## src/hw/atcir_params.svh

```systemverilog
`ifndef ATCIR_PARAMS_SVH
`define ATCIR_PARAMS_SVH
// register indices on the internal register port
`define ATCIR_OFS_CTRL3 8'h09
`define ATCIR_OFS_STATUS 8'h0a
`define ATCIR_OFS_MASK 8'h0b
`define ATCIR_OFS_MODE 8'h0c
// field positions
`define ATCIR_BIT_CUS_LO 0
`define ATCIR_BIT_VALSRC 2
`define ATCIR_BIT_DONE 0
`define ATCIR_BIT_SLIP 1
`define ATCIR_MODE_DONE_LO 0
`define ATCIR_MODE_SLIP_LO 2
// reset values
`define ATCIR_RST_CTRL3 8'h00
`define ATCIR_RST_MASK 8'h00
`define ATCIR_RST_MODE 8'h00
// byte count of the host-owned region in split mode
`define ATCIR_HOST_BYTES 8'h0a
`endif

```

## src/hw/atcir_pkg.sv

```systemverilog
package atcir_pkg;
    // channel/user buffer source
    typedef enum logic [1:0] {
        ATCIR_SRC_NONE,
        ATCIR_SRC_HOST,
        ATCIR_SRC_RECV,
        ATCIR_SRC_SPLIT
    } atcir_src_t;
    // interrupt trigger modes
    typedef enum logic [1:0] {
        ATCIR_TRIG_RISE,
        ATCIR_TRIG_FALL,
        ATCIR_TRIG_LEVEL,
        ATCIR_TRIG_RSVD
    } atcir_trig_t;
endpackage

```

## src/hw/atcir_regs.sv

```systemverilog
// Notes on behaviour
// selector 00 leaves user buffers untouched
// selector 01 loads buffers from host only
// selector 10 loads buffers from receiver copy
// selector 11: first ten bytes host, rest receiver
// validity bit from control bit when cleared
// validity passes from receiver through one register, one cycle of latency
// transfer done flag set when enabled, unmasked
// transfer done drives interrupt and summary flag
// slip flag set on detected slip when unmasked
// slip select bit picks slip or block start
// slip flag drives interrupt and summary flag
// transfer done mask zero blocks, one enables
// slip mask zero blocks, one enables
// status read only, bits 0 and 1
// two-bit trigger mode per source
// status read clears flags, releases interrupt
`timescale 1ns/10ps
`default_nettype none
`include "atcir_params.svh"
module atcir_regs
    import atcir_pkg::*;
(
    // clock and reset
    input wire logic i_clk,
    input wire logic i_rst_n,
    // register port
    input wire logic i_reg_wr,
    input wire logic i_reg_rd,
    input wire logic [7:0] i_reg_addr,
    input wire logic [7:0] i_reg_wdata,
    output logic [7:0] o_reg_rdata,
    // control bits held elsewhere in the device
    input wire logic i_validity_ctrl,
    input wire logic i_transfer_disable_bit,
    input wire logic i_slip_source_select,
    // transmitter and receiver events
    input wire logic i_transfer_done,
    input wire logic i_async_slip,
    input wire logic i_block_start,
    input wire logic i_rx_validity,
    // user-access buffer load steering
    input wire logic [7:0] i_buf_byte_idx,
    output logic o_buf_load_en,
    output logic o_buf_from_host,
    // validity and interrupt
    output logic o_tx_validity,
    output logic o_tx_summary,
    output logic o_int_n
);
    import atcir_pkg::*;

    ////////////////////////////////////////////////////////////////////////////
    // register state
    logic [7:0] ctrl3_q, ctrl3_d;
    logic [7:0] mask_q, mask_d;
    logic [7:0] mode_q, mode_d;
    logic done_flag_q, done_flag_d;
    logic slip_flag_q, slip_flag_d;
    logic done_prev_q, slip_prev_q;
    logic [7:0] rdata_q, rdata_d;
    logic load_q, load_d, host_q, host_d, val_q, val_d, summ_q, summ_d, int_n_q, int_n_d;
    atcir_src_t src;
    logic slip_raw;
    logic done_hit, slip_hit;
    logic clr_stat;

    // trigger on edge or level per selected mode
    function automatic logic trig_hit(input atcir_trig_t m, input logic cur, input logic prev);
        logic h;
        h = 1'b0;
        case (m)
            ATCIR_TRIG_RISE: h = cur & ~prev;
            ATCIR_TRIG_FALL: h = ~cur & prev;
            ATCIR_TRIG_LEVEL: h = cur;
            default: h = 1'b0;
        endcase
        return h;
    endfunction

    ////////////////////////////////////////////////////////////////////////////
    // next-state logic
    always_comb
    begin
        src = atcir_src_t'(ctrl3_q[`ATCIR_BIT_CUS_LO +: 2]);
        // slip source choice
        slip_raw = i_slip_source_select ? i_block_start : i_async_slip;
        // trigger mode select
        done_hit = trig_hit(atcir_trig_t'(mode_q[`ATCIR_MODE_DONE_LO +: 2]), i_transfer_done, done_prev_q);
        slip_hit = trig_hit(atcir_trig_t'(mode_q[`ATCIR_MODE_SLIP_LO +: 2]), slip_raw, slip_prev_q);
        clr_stat = i_reg_rd && (i_reg_addr == `ATCIR_OFS_STATUS);
        ctrl3_d = ctrl3_q;
        mask_d = mask_q;
        mode_d = mode_q;
        if (i_reg_wr)
        begin
            if (i_reg_addr == `ATCIR_OFS_CTRL3)
                ctrl3_d = {5'h00, i_reg_wdata[2:0]};
            else if (i_reg_addr == `ATCIR_OFS_MASK)
                mask_d = {6'h00, i_reg_wdata[1:0]};
            else if (i_reg_addr == `ATCIR_OFS_MODE)
                mode_d = {4'h0, i_reg_wdata[3:0]};
        end
        // read clears, set wins over clear
        done_flag_d = clr_stat ? 1'b0 : done_flag_q;
        slip_flag_d = clr_stat ? 1'b0 : slip_flag_q;
        // R12: transfer done gated by enable and mask
        if (done_hit && !i_transfer_disable_bit && mask_q[`ATCIR_BIT_DONE])
            done_flag_d = 1'b1;
        // R13: slip gated by mask
        if (slip_hit && mask_q[`ATCIR_BIT_SLIP])
            slip_flag_d = 1'b1;
        // R11: summary and interrupt from flags
        summ_d = done_flag_d | slip_flag_d;
        int_n_d = ~summ_d;
        // R2: R3: R4: buffer load steering
        case (src)
            ATCIR_SRC_NONE:
            begin
                load_d = 1'b0;
                host_d = 1'b0;
            end
            ATCIR_SRC_HOST:
            begin
                load_d = 1'b1;
                host_d = 1'b1;
            end
            ATCIR_SRC_RECV:
            begin
                load_d = 1'b1;
                host_d = 1'b0;
            end
            default:
            begin
                load_d = 1'b1;
                host_d = i_buf_byte_idx < `ATCIR_HOST_BYTES;
            end
        endcase
        // R6: validity source
        val_d = ctrl3_q[`ATCIR_BIT_VALSRC] ? i_rx_validity : i_validity_ctrl;
        // readback, status read only
        rdata_d = 8'h00;
        if (i_reg_addr == `ATCIR_OFS_CTRL3)
            rdata_d = ctrl3_q;
        else if (i_reg_addr == `ATCIR_OFS_STATUS)
            rdata_d = {6'h00, slip_flag_q, done_flag_q};
        else if (i_reg_addr == `ATCIR_OFS_MASK)
            rdata_d = mask_q;
        else if (i_reg_addr == `ATCIR_OFS_MODE)
            rdata_d = mode_q;
    end

    ////////////////////////////////////////////////////////////////////////////
    // registers
    always_ff @(posedge i_clk or negedge i_rst_n)
    begin
        if (!i_rst_n)
        begin
            ctrl3_q <= `ATCIR_RST_CTRL3;
            mask_q <= `ATCIR_RST_MASK;
            mode_q <= `ATCIR_RST_MODE;
            done_flag_q <= 1'b0;
            slip_flag_q <= 1'b0;
            done_prev_q <= 1'b0;
            slip_prev_q <= 1'b0;
            rdata_q <= 8'h00;
            load_q <= 1'b0;
            host_q <= 1'b0;
            val_q <= 1'b0;
            summ_q <= 1'b0;
            int_n_q <= 1'b1;
        end
        else
        begin
            ctrl3_q <= ctrl3_d;
            mask_q <= mask_d;
            mode_q <= mode_d;
            done_flag_q <= done_flag_d;
            slip_flag_q <= slip_flag_d;
            done_prev_q <= i_transfer_done;
            slip_prev_q <= slip_raw;
            rdata_q <= rdata_d;
            load_q <= load_d;
            host_q <= host_d;
            val_q <= val_d;
            summ_q <= summ_d;
            int_n_q <= int_n_d;
        end
    end

    // outputs straight from flops
    assign o_reg_rdata = rdata_q;
    assign o_buf_load_en = load_q;
    assign o_buf_from_host = host_q;
    assign o_tx_validity = val_q;
    assign o_tx_summary = summ_q;
    assign o_int_n = int_n_q;
endmodule
`default_nettype wire

```

## config.mk

```make
export PLATFORM = sky130hd
export DESIGN_NAME = atcir_regs
export DESIGN_NICKNAME = d
export VERILOG_FILES = /design/src/hw/atcir_pkg.sv /design/src/hw/atcir_regs.sv
export VERILOG_INCLUDE_DIRS = /design/src /design/src/hw
export SDC_FILE = /design/constraint.sdc
export NUM_CORES = 1
export LEC_CHECK = 0
export BUFFER_PORTS_ARGS = -buffer_cell sky130_fd_sc_hd__buf_2
export CORE_MARGIN = 1.5
export CORE_UTILIZATION = 45
export CTS_CLUSTER_DIAMETER = 40
export DETAILED_ROUTE_END_ITERATION = 10
export PLACE_DENSITY_LB_ADDON = 0.12
export SLEW_MARGIN = 20
export SYNTH_ARGS = -nofsm -noshare
export SYNTH_HDL_FRONTEND = slang
export SYNTH_SLANG_ARGS = --single-unit
```

## constraint.sdc

```tcl
create_clock -name i_clk -period 1.59 [get_ports i_clk]
set_input_delay 0.318 -clock i_clk [delete_from_list [all_inputs] [get_ports i_clk]]
set_output_delay 0.318 -clock i_clk [all_outputs]
set_load 0.01 [all_outputs]
```

# Yosys cells after proc, flatten, opt, wreduce, memory -nomap -nowiden
# Index checks and enable logic that the tools add are counted.
# word_totals
in_bits,35
ff_bits,26
elab_cells,62
# classes
reduce_logical,12
n_eq_ne,10
n_mux,14
bitwise_logic,12
order_cmp,1
# op_table
operator,count
"== test 8 x 4 -> 1 bit, second input constant",4
two-way mux 4 bit,4
"< comparator 8 x 4 -> 1 bit, second input constant",1
two-way mux 1 bit,7
inverter 1 bit,7
"== test 2 x 1 -> 1 bit, second input constant",3
"== test 2 bit, second input constant",3
zero test 2 bit,3
case mux 1 bit (3 select lines),2
AND 1 bit,4
logical AND 1 bit,4
AND reduction 4 bit,1
AND reduction 3 bit,1
case mux 1 bit (2 select lines),1
AND reduction 2 bit,1
OR reduction 2 bit,1
zero test 1 bit,1
bitwise OR 1 bit,1

# Depth between registers and ports, before layout
# logic_depth
depth_word,8
depth_mapped,5
mapped_depth_nobuf,4

# Worst setup path before layout
# OpenSTA, ideal clock, no wires.
# synth_path
kind,input to register
startpoint,in i_reg_addr[5]
endpoint,reg mask_q[0]
t_arrival_ns,1.536
setup_slack_ns,-0.071
required_time_ns,1.465
n_path_buf,0
stages,4
path_cell_list,or3_4 > or2_4 > nor4_4 > mux2_2
# synth_via
elab_chain_len,3
# synth_rtl
element,line,rtl
start: declaration,atcir_regs.sv:30,"input wire logic [7:0] i_reg_addr,"
== test 8 x 4 -> 1 bit (no source line),-,
inverter 1 bit (no source line),-,
AND reduction 3 bit (no source line) *,-,
end signal: assignment,atcir_regs.sv:160,mask_q <= `ATCIR_RST_MASK;
end signal: assignment,atcir_regs.sv:176,mask_q <= mask_d;
end: declaration,atcir_regs.sv:56,"logic [7:0] mask_q, mask_d;"
# Mark *: on every way between the ends. The rest lies on a longest branch, timed or not.
# A chain may end at the register's enable or synchronous reset.

# Worst setup path in the final report
# layout_path
startpoint,in i_reg_addr[5]
endpoint,reg mask_q[1]
# Same word-level chain as after synthesis.

==> flow_summary.toml <==
[global_routing]
grt_overflow = 0
grt_pass1_wl_um = 3320
antenna_found_initial = 0
track_usage_pct = 17.4
grt_pass1_vias = 787
grt_start_max_net_pins = 23

[critical_path]
slowest_delay_ns = 0.38
crit_family = "simple AND/OR/NAND/NOR gates"
r2r_cells = 4
worst-path-buf-inv = 1
reg2reg_to = "o_int_n"
worstReg2RegStart = "mode_q[1]"
cp_max_fo = 2
ff2ff_setup_slack_ns = 0.37
worstPathArrival_ns = 1.68
cp_cell_sequence = "buf_2 > or3_4 > or2_4 > nor4_4 > mux2_2"
critPathRequiredTime_ns = 1.79
critical_path_class = "input pin to flip-flop"
crit_path_top_delay_cell = "or3_4"
critPathLaunchType = "input pin"
end_kind = "flip-flop"

[clocking]
clkSlewWorstSetupHoldPaths_ns = 0.12
cts_tree = "built"
cts_resized = 0
clockRootBuffer = "clkbuf_4"
cts.path.max_buffers = 2
cts_buffers = 3
htreeDepth = 1
clock_latency_ns = 0.30
cts.sinks = 22

[placement]
hpwl_um = 1630
dp_cells = 155
dp_slack_ns = -0.207
gp_routability_congestion = 0.863
port_buffers = 38

[logic_synthesis]
syn_avg_cell_area_um2 = 11.9
yosys_register_bits = 22
ys_seq_area_share_pct = 54.1
synth_edf_count = 0
synth_top_flop_cell = "dfrtp_1"
yosys_warnings = 0
netlist_area_um2 = 1020
synth-async-reset-ratio_pct = 100
synth_cell_types = 32
syn_inst = 86

[die]
start_util_pct = 47.0
top_level_ports = 48
die_h_um = 50.6
die_area_um2 = 2560
num_rows = 17
dieWidth_um = 50.6
coreArea_um2 = 2170

[route]
dr.first_iter.drc_count = 3
route.detailed.drc = 0
route.vias.total = 808
firstDrtPassIters = 3
routed_via_density = 5.05
wirelength_um = 1950
ant_nets = 0
routedWlPerCell_um = 12.2

[finish]
final_common_cell = "buf_2"
fin_cells = 160
most-common-layout-cells = "38 x buf_2, 21 x dfrtp_1, 10 x mux2_2"
n_fill_cell = 209
diodes = 0
area_growth_syn_to_layout_pct = 28.0
final_nets = 168
seq_area_um2 = 552
multi_input_area_um2 = 433
final_core_util_pct = 60.1
final_layout_size_suffix_gt1_share_pct = 47.7

[min_path]
min_path_cells = 1
hold_class = "input pin to flip-flop"
hp-start = "i_transfer_done"
hold_end = "done_prev_q"

[timing]
skew_ns = 0.00534
hold_violations = 0
hold_ws_ns = 0.149
max_freq_ghz = 0.678
grt_setup_unrepaired = "no"
min_period_ns = 1.47
drv_slew = 0
fin_ws_ns = 0.115
setup_viol = 0
fin_crit_sh_pct = 92.8

[job]
cap_violations = 0

[power_and_ir_drop]
p_per_area_nw_per_um2 = 871
p_leak_uw = 0.000681
peakVddDrop_uv = 658

[outcome]
status = "finished, final reports clean"
## timing repair
action | CTS | global route
hold buffers | 1 | 0
hold endpoints to repair | 21 | 0
setup buffers | 0 | 0
## power by group
part / switching, uW / internal [uW]
Combinational: 95.6 / 99.0
Clock: 162 / 140
Sequential: 24.5 / 616
Total: 283 / 854
## cell type report
cell class / count / area share [%]
multi-input combinational: 59 / 33.2
sequential: 22 / 42.3
inverter: 3 / 0.863
tap: 28 / 2.68
timing repair buffer: 44 / 18.2
clock buffer: 4 / 2.78
## Yosys cell counts, types with 2 or more instances
master	number	share of area, %
dfrtp_1	21	52
mux2_2	10	11
nor2_1	6	2.2
nand2b_1	5	3.1
buf_4	4	2.9
inv_1	3	1.1
mux2i_1	3	2.9
nand2_1	3	1.1
nor3_1	3	1.5
a221oi_1	2	1.7
and3_1	2	1.2
nand3_1	2	0.98
nor2b_1	2	1.2
o21ai_0	2	0.98
## cell families after synthesis
kind of cell,after synthesis,share of synthesized area [%]
compound gates,10,7.12
simple gates,32,19.9
buf+inv,8,4.54
other cells,1,0.368
mux,13,14.0
flops,22,54.1
## worst register-to-register path, stage by stage (launching register included)
cell	delay, ns
dfrtp_1	0.43
nor4bb_1	0.27
a21oi_1	0.09
o21ai_1	0.19
and3b_1	0.20
## sequential cells by signal, summed over array words and instances, names as in the netlist
| name | cells |
|---|---|
| slip_flag_q | 1 |
| slip_prev_q | 1 |
| mask_q | 2 |
| o_tx_validity | 1 |
| o_tx_summary | 1 |
| mode_q | 4 |
| done_flag_q | 1 |
| o_buf_from_host | 1 |
| done_prev_q | 1 |
| ctrl3_q | 3 |
| o_reg_rdata | 4 |
| o_buf_load_en | 1 |
| o_int_n | 1 |
## per-layer routing
layer | GRT usage, % | wire length, um
met1 | 20.0 | 821
met2 | 30.7 | 1040
met3 | 4.17 | 84
met4 | 7.21 | 9
met5 | 0 | 0
## how the worst max path moves through the flow
stage             startpoint        end  slack [ns]  cells after the start
6_report       i_reg_addr[5]  mask_q[1]        0.12                      5
5_1_grt        i_reg_addr[5]  mode_q[2]        0.09                      6
4_1_cts        i_reg_addr[5]  mask_q[1]        0.12                      5
3_5_place_dp   i_reg_addr[5]  mask_q[0]       -0.21                      5
3_3_place_gp   i_reg_addr[5]  mask_q[1]       -0.19                      5
2_1_floorplan  i_reg_addr[5]  mask_q[0]       -0.07                      4
## stage by stage
| step | power, uW | area, um2 | TNS, ns |
|---|---|---|---|
| after detailed placement | 846 | 1260 | -2.16 |
| after CTS | 1150 | 1310 | 0 |
| after global routing | 1200 | 1310 | 0 |
| after floorplan | 755 | 1030 | -0.142 |
| final | 1140 | 1310 | 0 |
| after global placement | 838 | 1260 | -1.92 |
No activity file was read; power rests on OpenSTA's default activity.
